$ cat src/ibc_map.svh
// register map, field positions, reset values and timing counts
// assumes a 125 MHz hclk; included by ibc_pkg, ibc_bus_ctrl and the testbench
`ifndef IBC_MAP_SVH
`define IBC_MAP_SVH

`define IBC_OFF_CTRL2    8'h00
`define IBC_OFF_MODE     8'h04
`define IBC_OFF_STAT     8'h08
`define IBC_OFF_MASK     8'h0c

`define IBC_BUS_BUSY_FLAG_BIT     7
`define IBC_SCP_BIT      6
`define IBC_CRST_BIT     1

`define IBC_MODE_I2C_BIT 0
`define IBC_MODE_MST_BIT 1
`define IBC_MODE_RST     2'h1

`define IBC_EV_START     0
`define IBC_EV_STOP      1
`define IBC_EV_NACK      2
`define IBC_EV_W         3

`define IBC_T_HALF_NS    5000
`define IBC_CLK_MHZ      125
`define IBC_HALF_CYC     ((`IBC_T_HALF_NS * `IBC_CLK_MHZ + 999) / 1000)
`define IBC_CNT_W        10

`endif

$ cat src/ibc_pkg.sv
// types shared by the bus start/stop control block
// relies on ibc_map.svh for the widths
`include "ibc_map.svh"

package ibc_pkg;

  typedef enum logic [2:0] {
    IBC_IDLE,
    IBC_RS_SDA,
    IBC_RS_SCL,
    IBC_ST_SDA,
    IBC_SP_SDA,
    IBC_SP_SCL
  } ibc_cond_t;

  typedef struct packed {
    logic                  wr_pend;
    logic [7:0]            wr_addr;
    logic [31:0]           rdata;
    logic                  bus_busy_flag;
    logic                  crst;
    logic [1:0]            mode;
    logic [`IBC_EV_W-1:0]  stat;
    logic [`IBC_EV_W-1:0]  mask;
    logic                  hold_scl;
    ibc_cond_t             cond;
    logic [`IBC_CNT_W-1:0] cnt;
    logic                  scl_oe_n;
    logic                  sda_oe_n;
  } ibc_state_t;

  typedef struct packed {
    logic scl_m;
    logic scl_s;
    logic scl_d;
    logic sda_m;
    logic sda_s;
    logic sda_d;
    logic start;
    logic stop;
  } ibc_mon_t;

endpackage : ibc_pkg

$ cat src/ibc_bus_ctrl.sv
// i2c bus start/stop control: busy tracking, condition issue, control reset
// assumes an AHB-Lite master on hclk and open-drain scl/sda pads outside
`timescale 1ns/1ps
`include "ibc_map.svh"

module ibc_bus_ctrl (
  input  wire logic        hclk,
  input  wire logic        hresetn,
  input  wire logic        hsel,
  input  wire logic [31:0] haddr,
  input  wire logic [1:0]  htrans,
  input  wire logic        hwrite,
  input  wire logic [2:0]  hsize,
  input  wire logic [31:0] hwdata,
  input  wire logic        hready,
  output logic      [31:0] hrdata,
  output logic             hreadyout,
  output logic             hresp,
  input  wire logic        scl_i,
  output logic             scl_o,
  output logic             scl_oe_n,
  input  wire logic        sda_i,
  output logic             sda_o,
  output logic             sda_oe_n,
  input  wire logic        ack_miss,
  output logic             irq
);
  import ibc_pkg::*;

  localparam logic [`IBC_CNT_W-1:0] HALF_LAST =
    `IBC_CNT_W'(`IBC_HALF_CYC - 1);

  ibc_state_t st_r;
  ibc_state_t st_nxt;

  logic                 scl_s;
  logic                 start_det;
  logic                 stop_det;
  logic                 acc;
  logic                 is_i2c;
  logic                 is_mst;
  logic                 bus_busy_flag_vis;
  logic                 wr_ctrl2;
  logic                 cmd_start;
  logic                 cmd_stop;
  logic                 can_start;
  logic                 can_stop;
  logic [`IBC_EV_W-1:0] ev;
  logic [31:0]          rd_mux;

  ibc_line_mon u_mon (
    .hclk      (hclk),
    .hresetn   (hresetn),
    .scl_i     (scl_i),
    .sda_i     (sda_i),
    .scl_s     (scl_s),
    .start_det (start_det),
    .stop_det  (stop_det)
  );

  assign acc    = hsel & htrans[1] & hready;
  assign is_i2c = st_r.mode[`IBC_MODE_I2C_BIT];
  assign is_mst = st_r.mode[`IBC_MODE_MST_BIT];
  // busy is masked in clocked synchronous format
  assign bus_busy_flag_vis = st_r.bus_busy_flag & is_i2c;

  // a write only issues when bit 6 is written as zero
  assign wr_ctrl2  = st_r.wr_pend & (st_r.wr_addr == `IBC_OFF_CTRL2)
                   & ~hwdata[`IBC_SCP_BIT];
  assign cmd_start = wr_ctrl2 & hwdata[`IBC_BUS_BUSY_FLAG_BIT];
  assign cmd_stop  = wr_ctrl2 & ~hwdata[`IBC_BUS_BUSY_FLAG_BIT];
  // issue needs master mode, i2c format, no reset and a quiet engine
  assign can_stop  = is_mst & is_i2c & ~st_r.crst
                   & (st_r.cond == IBC_IDLE);
  assign can_start = can_stop & ~st_r.stat[`IBC_EV_NACK];

  always_comb begin
    ev = '0;
    ev[`IBC_EV_START] = start_det;
    ev[`IBC_EV_STOP]  = stop_det;
    ev[`IBC_EV_NACK]  = ack_miss;
  end

  always_comb begin
    rd_mux = 32'h0000_0000;
    case (haddr[7:0])
      `IBC_OFF_CTRL2: begin
        rd_mux[`IBC_BUS_BUSY_FLAG_BIT] = bus_busy_flag_vis;
        rd_mux[`IBC_SCP_BIT]  = 1'b1;
        rd_mux[`IBC_CRST_BIT] = st_r.crst;
      end
      `IBC_OFF_MODE: rd_mux[1:0] = st_r.mode;
      `IBC_OFF_STAT: rd_mux[`IBC_EV_W-1:0] = st_r.stat;
      `IBC_OFF_MASK: rd_mux[`IBC_EV_W-1:0] = st_r.mask;
      default:       rd_mux = 32'h0000_0000;
    endcase
  end

  always_comb begin
    st_nxt = st_r;

    // address phase capture; read data registered for the data phase
    st_nxt.wr_pend = acc & hwrite;
    st_nxt.wr_addr = haddr[7:0];
    if (acc && !hwrite) begin
      st_nxt.rdata = rd_mux;
    end

    // data phase of a write
    if (st_r.wr_pend) begin
      case (st_r.wr_addr)
        `IBC_OFF_CTRL2: st_nxt.crst = hwdata[`IBC_CRST_BIT];
        `IBC_OFF_MODE:  st_nxt.mode = hwdata[1:0];
        `IBC_OFF_STAT:  st_nxt.stat = st_r.stat & ~hwdata[`IBC_EV_W-1:0];
        `IBC_OFF_MASK:  st_nxt.mask = hwdata[`IBC_EV_W-1:0];
        default: ;
      endcase
    end
    // a set in the same cycle beats the write-one clear
    st_nxt.stat = st_nxt.stat | ev;

    // busy tracks the line even during control reset
    if (start_det) begin
      st_nxt.bus_busy_flag = 1'b1;
    end else if (stop_det) begin
      st_nxt.bus_busy_flag = 1'b0;
    end

    // condition generator, half a bus period per step
    case (st_r.cond)
      IBC_IDLE: begin
        st_nxt.cnt = '0;
        if (cmd_start && can_start) begin
          st_nxt.cond = IBC_RS_SDA;
        end else if (cmd_stop && can_stop) begin
          st_nxt.cond = IBC_SP_SDA;
        end
      end
      IBC_RS_SDA,
      IBC_RS_SCL,
      IBC_ST_SDA,
      IBC_SP_SDA,
      IBC_SP_SCL: begin
        if (st_r.cnt == HALF_LAST) begin
          st_nxt.cnt = '0;
          case (st_r.cond)
            IBC_RS_SDA: st_nxt.cond = IBC_RS_SCL;
            IBC_RS_SCL: st_nxt.cond = IBC_ST_SDA;
            IBC_ST_SDA: begin
              st_nxt.cond     = IBC_IDLE;
              st_nxt.hold_scl = 1'b1;
            end
            IBC_SP_SDA: st_nxt.cond = IBC_SP_SCL;
            default: begin
              st_nxt.cond     = IBC_IDLE;
              st_nxt.hold_scl = 1'b0;
            end
          endcase
        end else begin
          st_nxt.cnt = st_r.cnt + `IBC_CNT_W'(1);
        end
      end
      default: begin
        st_nxt.cond = IBC_IDLE;
        st_nxt.cnt  = '0;
      end
    endcase

    // control reset abandons any condition and lets go of both lines
    if (st_r.crst) begin
      st_nxt.cond     = IBC_IDLE;
      st_nxt.cnt      = '0;
      st_nxt.hold_scl = 1'b0;
    end

    // pin drive follows the next step; oe_n low pulls the line low
    case (st_nxt.cond)
      IBC_RS_SDA: begin
        st_nxt.scl_oe_n = ~st_nxt.hold_scl;
        st_nxt.sda_oe_n = 1'b1;
      end
      IBC_RS_SCL: begin
        st_nxt.scl_oe_n = 1'b1;
        st_nxt.sda_oe_n = 1'b1;
      end
      IBC_ST_SDA,
      IBC_SP_SCL: begin
        st_nxt.scl_oe_n = 1'b1;
        st_nxt.sda_oe_n = 1'b0;
      end
      IBC_SP_SDA: begin
        st_nxt.scl_oe_n = 1'b0;
        st_nxt.sda_oe_n = 1'b0;
      end
      default: begin
        // after a start scl is parked low for the byte engine
        st_nxt.scl_oe_n = ~st_nxt.hold_scl;
        st_nxt.sda_oe_n = 1'b1;
      end
    endcase
  end

  always_ff @(posedge hclk or negedge hresetn) begin
    if (!hresetn) begin
      st_r <= '{wr_pend: 1'b0, wr_addr: 8'h00, rdata: 32'h0000_0000,
                bus_busy_flag: 1'b0, crst: 1'b0, mode: `IBC_MODE_RST,
                stat: '0, mask: '0, hold_scl: 1'b0, cond: IBC_IDLE,
                cnt: '0, scl_oe_n: 1'b1, sda_oe_n: 1'b1};
    end else begin
      st_r <= st_nxt;
    end
  end

  assign hrdata    = st_r.rdata;
  assign hreadyout = 1'b1;
  assign hresp     = 1'b0;
  assign scl_o     = 1'b0;
  assign sda_o     = 1'b0;
  assign scl_oe_n  = st_r.scl_oe_n;
  assign sda_oe_n  = st_r.sda_oe_n;
  assign irq       = |(st_r.stat & st_r.mask);

  // a step ends on its last count unless a control reset cuts it
  logic step_end;
  assign step_end = (st_r.cnt == HALF_LAST) & ~st_r.crst;
endmodule : ibc_bus_ctrl

$ cat src/ibc_line_mon.sv
// line monitor: synchronises scl/sda and flags start and stop conditions
// assumes scl_i/sda_i are raw pin levels, asynchronous to hclk
`timescale 1ns/1ps

module ibc_line_mon (
  input  wire logic hclk,
  input  wire logic hresetn,
  input  wire logic scl_i,
  input  wire logic sda_i,
  output logic      scl_s,
  output logic      start_det,
  output logic      stop_det
);
  import ibc_pkg::*;

  ibc_mon_t m_r;
  ibc_mon_t m_nxt;

  always_comb begin
    m_nxt       = m_r;
    m_nxt.scl_m = scl_i;
    m_nxt.scl_s = m_r.scl_m;
    m_nxt.scl_d = m_r.scl_s;
    m_nxt.sda_m = sda_i;
    m_nxt.sda_s = m_r.sda_m;
    m_nxt.sda_d = m_r.sda_s;
    // only the second stage and later are looked at
    m_nxt.start = m_r.scl_s & m_r.scl_d & m_r.sda_d & ~m_r.sda_s;
    m_nxt.stop  = m_r.scl_s & m_r.scl_d & ~m_r.sda_d & m_r.sda_s;
  end

  always_ff @(posedge hclk or negedge hresetn) begin
    if (!hresetn) begin
      m_r <= '{scl_m: 1'b1, scl_s: 1'b1, scl_d: 1'b1,
               sda_m: 1'b1, sda_s: 1'b1, sda_d: 1'b1,
               start: 1'b0, stop: 1'b0};
    end else begin
      m_r <= m_nxt;
    end
  end

  assign scl_s     = m_r.scl_s;
  assign start_det = m_r.start;
  assign stop_det  = m_r.stop;

endmodule : ibc_line_mon

$ cat config.mk
export PLATFORM = sky130hd
export DESIGN_NAME = ibc_bus_ctrl
export DESIGN_NICKNAME = d
export VERILOG_FILES = /design/src/ibc_pkg.sv /design/src/ibc_bus_ctrl.sv /design/src/ibc_line_mon.sv
export VERILOG_INCLUDE_DIRS = /design/src
export SDC_FILE = /design/constraint.sdc
export NUM_CORES = 1
export LEC_CHECK = 0
export ABC_AREA = 0
export BUFFER_PORTS_ARGS = -buffer_cell sky130_fd_sc_hd__clkbuf_2
export CORE_AREA = 2 2 75 77
export CTS_CLUSTER_DIAMETER = 30
export DETAILED_ROUTE_END_ITERATION = 8
export DIE_AREA = 0 0 77 79
export GPL_TIMING_DRIVEN = 1
export MAX_ROUTING_LAYER = met4
export PLACE_DENSITY = 0.86
export REMOVE_ABC_BUFFERS = 1
export SETUP_SLACK_MARGIN = 0.1
export SLEW_MARGIN = 20
export SYNTH_ARGS = -nofsm -noshare
export SYNTH_HDL_FRONTEND = slang
export SYNTH_HIERARCHICAL = 1
export SYNTH_SLANG_ARGS = --single-unit
$ cat constraint.sdc
create_clock -name hclk -period 2.4 [get_ports hclk]
set_input_delay 0.24 -clock hclk [delete_from_list [all_inputs] [get_ports hclk]]
set_output_delay 0.24 -clock hclk [all_outputs]
set_load 0.1 [all_outputs]
-- Word-level counts from Yosys, hierarchy flattened
Cells that the tools add are included.
- register bits: 48
- output and inout port bits: 39
- logic and storage cells: 100
- input port bits: 77
- bitwise operators: 28
- mux-type cells: 19
- $add $sub $neg: 1
- eq/ne operators: 16
- reductions and logical operators: 15
- operators by type and width (kind ; count):
    == test 8 x 4 -> 1 bit (second input constant) ; 4
    case mux 13 bit (2 select lines) ; 1
    bitwise AND 1 bit ; 17
    == test 8 x 3 -> 1 bit (second input constant) ; 2
    zero test 8 bit ; 2
    2-to-1 mux 14 bit ; 1
    == test 3 x 2 -> 1 bit (second input constant) ; 4
    == test 3 bit (second input constant) ; 4
    2-to-1 mux 3 bit ; 4
    adder 10 x 1 -> 10 bit (second input constant) ; 1
    == test 10 bit (second input constant) ; 1
    2-to-1 mux 10 bit ; 1
    case mux 3 bit (3 select lines) ; 1
    inverter 1 bit ; 7
    bitwise AND 3 bit ; 2
    2-to-1 mux 6 bit ; 1
    case mux 2 bit (3 select lines) ; 1
    AND reduction 2 bit ; 3
    OR reduction 3 bit ; 2
    OR reduction 5 bit ; 1
    2-to-1 mux 4 bit ; 1
    case mux 1 bit (2 select lines) ; 2
    case mux 1 bit (4 select lines) ; 1
    == test 3 x 1 -> 1 bit (second input constant) ; 1
    other kinds (10) ; 14

-- Logic depth before layout (Yosys ltp)
- depth after elaboration: 12
- mapped depth: 8
- gate-level depth less buffers: 7

-- By module
Netlist, hierarchy kept.
- by module, submodules not included (module ; area each (µm²) ; sequential area each (µm²) ; cells an instance ; instances):
    ibc_bus_ctrl ; 2114.5 ; 1004.7 ; 204 ; 1
    ibc_line_mon ; 227.7 ; 207.7 ; 10 ; 1

-- Least setup slack after synthesis
OpenSTA, ideal clock, no wires.
- path kind: register to register
- start point: register st_r[2] (netlist name)
- end point: register st_r, in the netlist scl_oe_n
- arrival time: 1.656 ns
- required time: 2.316 ns
- library setup time: 0.084 ns
- slack: 0.660 ns
- path buffers: 1
- stages on the path, launching flop included: 9
- period minus slack after synthesis: 1.740 ns
- path through: dfrtp_1 inv_1 ha_1 nor3b_1 or4b_1 buf_6 o21ai_2 nand3_1 nor3b_2
- RTL lines (element ; RTL line ; source):
    start, declared ; ibc_bus_ctrl.sv:33 ; ibc_state_t st_r;
    start signal, assigned ; ibc_bus_ctrl.sv:205 ; st_r <= '{wr_pend: 1'b0, wr_addr: 8'h00, rdata: 32'h0000_0000,
    start signal, assigned ; ibc_bus_ctrl.sv:210 ; st_r <= st_nxt;

==> run summary <==
CP max-delay cell: or4b_1
Peak VDD IR: 0.322 mV
final non-filler cell area: 2490 um2
TritonRoute pass-1 iters: 6
# H-tree levels: 2
Worst-Skew Late Latency: 0.30 ns
Die Y-Extent: 79 um
CP Capture Type: flop
core area: 5340 um2
fin util: 0.467
area added between synthesis and finish: 6.52%
placer congestion estimate: 0.770
Tcrit/Tclk final: 0.825
WL/cell: 12.6 um
layout cells sized above 1: 0.269
pwr/cell area: 795 nW/um2
ys async rst share: 1.00
Initial Utilization: 0.439
Syn Area/Cell: 10.9 um2
Hold Buf Count CTS: 1
1st-iter DRT viols: 141
most common cell after layout, fill and taps aside: dfrtp_1
max_slew headroom: 0.603
Die X: 77 um
Final Skew: 0.00888 ns
routed vias: 1,485
clock-pin slew on the worst setup and hold paths: 0.09 ns
Post-CTS Resized: 0
GRT Residual Overflow: 0
Root Driver: clkbuf_8
diode count: 0
DR vias/cell: 4.73
# Post-CTS Setup Buffers: 0
fin crit period: 1.98 ns
crit start category: flop
crit path kind: reg2reg
DP Cell Count: 305
hpwl dp: 3050 um
antenna violations before repair: 0
worst path arrival time: 2.21 ns
max incr delay on CP: 0.63 ns
Tightest Hold Check Type: in2reg
Tot GR Track Use: 0.147
die area: 6080 um2
P_leak: 1.17 nW
IO Count: 116
# rows: 27
Post-synth EDFFs: 0
fin cells: 314
RSZ-0062 raised after global routing: false
run status: complete, no violations
Most used DFF post-synth: dfrtp_1
# DRC: 0
post-synthesis sequential area ratio: 0.518
number of cells produced by synthesis: 214
Max Transition Viols Final: 0
largest net degree at the start of global routing: 20
vias in the first global route: 1,543
most frequent cells in the layout: dfrtp_1, conb_1, clkbuf_2
crit path max fanout: 7
Fin Hold WS: 0.0183 ns
Hold Vio Cnt, Final: 0
synth unique cells: 46
upper clock frequency limit: 505 MHz
Max Cap Violations: 0
Required @ worst endpoint: 2.63 ns
Detail Route Antenna Nets: 0
Worst Max-Slew Pin Slew: 0.590 ns
Routed WL: 3950 um
FF+latch count, synth: 48
Syn. warnings: 6
first-pass GRT wire length: 6910 um
setup violators final: 0
worst path cell trace: inv_1, ha_1, nor3b_1, or4b_1, o21ai_2, nand3_1, nor3b_2
CTS tree: built
IO buf count: 29
Cell Area, Placed: 2380 um2
setup tns final: 0 ns
final net count: 320
Syn Std Cell Area: 2340 um2
CTS Sinks: 48
CTS buffer count: 5
CTS max path bufs: 2
[cells by family after synthesis]
family	synth area share
AO/OA/AOI/OAI	0.0561
XOR/XNOR	0.0337
adder cells (fa/ha/maj)	0.0107
buffers and inverters	0.150
flip-flops	0.518
multiplexers	0.0481
other	0.00321
AND/OR/NAND/NOR	0.181
[power by group]
group	total, mW	switching (mW)	internal [mW]
Clock	0.514	0.251	0.263
Combinational	0.494	0.379	0.115
Sequential	0.975	0.0824	0.893
Total	1.98	0.712	1.27
[cells in the mapped netlist (5+ instances only)]
cell type	number	area, um2
inv_1	9	33.8
o21ai_0	5	25.0
nor2_1	17	63.8
buf_4	36	270
dfrtp_1	39	976
mux2_2	8	90.1
xnor2_1	5	43.8
nand3_1	10	50.1
nand2_1	14	52.6
dfstp_2	9	236
[critical path: cells and delay by family (launching register included)]
family,cells,cell delay (ns)
DFF,1,0.43
AOI/OAI and AO/OA,1,0.17
and+or+nand+nor,4,1.09
adders and majority gates,1,0.15
buffers and inverters,1,0.08
[area by class of cell]
cell class / count / area (um2)
clock buffers: 8 / 100
fillers: 506 / 2840
multi-input cells: 145 / 888
inverters: 9 / 33.8
flip-flops and latches: 48 / 1210
well taps: 72 / 90.1
repair buffers: 32 / 170
[per-stage QoR]
stage / worst slack (ns) / total power [mW]
3_5_place_dp: 0.419 / 1.49
3_3_place_gp: 0.472 / 1.46
6_report: 0.420 / 1.98
5_1_grt: 0.249 / 2.10
4_1_cts: 0.402 / 2.00
2_1_floorplan: 0.613 / 1.38
[routing by layer]
layer  routed length, um  global-route usage  vias up
met2                2120               0.264       39
met4                  49              0.0571        0
met3                 183              0.0330        5
met1                1600               0.160      728
met5                   0                   -        -
li1                    -                   -      713
[final timing paths]
kind | from | to | cells after the start | slack, ns
setup / recovery | st_r[2]$_DFF_PN0_ | scl_oe_n$_DFF_PN1_ | 7 | 0.42
max in group asynchronous | hresetn | scl_oe_n$_DFF_PN1_ | 3 | 1.35
hold / removal | scl_i | u_mon/m_nxt[6]$_DFF_PN1_ | 1 | 0.02
hold reg to reg | u_mon/m_nxt[3]$_DFF_PN1_ | u_mon/m_nxt[2]$_DFF_PN1_ | 0 | 0.36
setup reg to reg | st_r[2]$_DFF_PN0_ | scl_oe_n$_DFF_PN1_ | 7 | 0.42
min in group asynchronous | hresetn | st_r[8]$_DFF_PN0_ | 2 | 0.40
[sequential cells by signal, summed over array words and instances, names as in the netlist]
| signal | cells |
|---|---|
| st_r | 31 |
| hrdata | 5 |
| u_mon/m_nxt | 3 |
| u_mon/m_r | 2 |
| is_i2c | 1 |
| is_mst | 1 |
| scl_oe_n | 1 |
| sda_oe_n | 1 |
| u_mon/scl_s | 1 |
| u_mon/start_det | 1 |
| u_mon/stop_det | 1 |
Power figures use the tool's default switching activity.
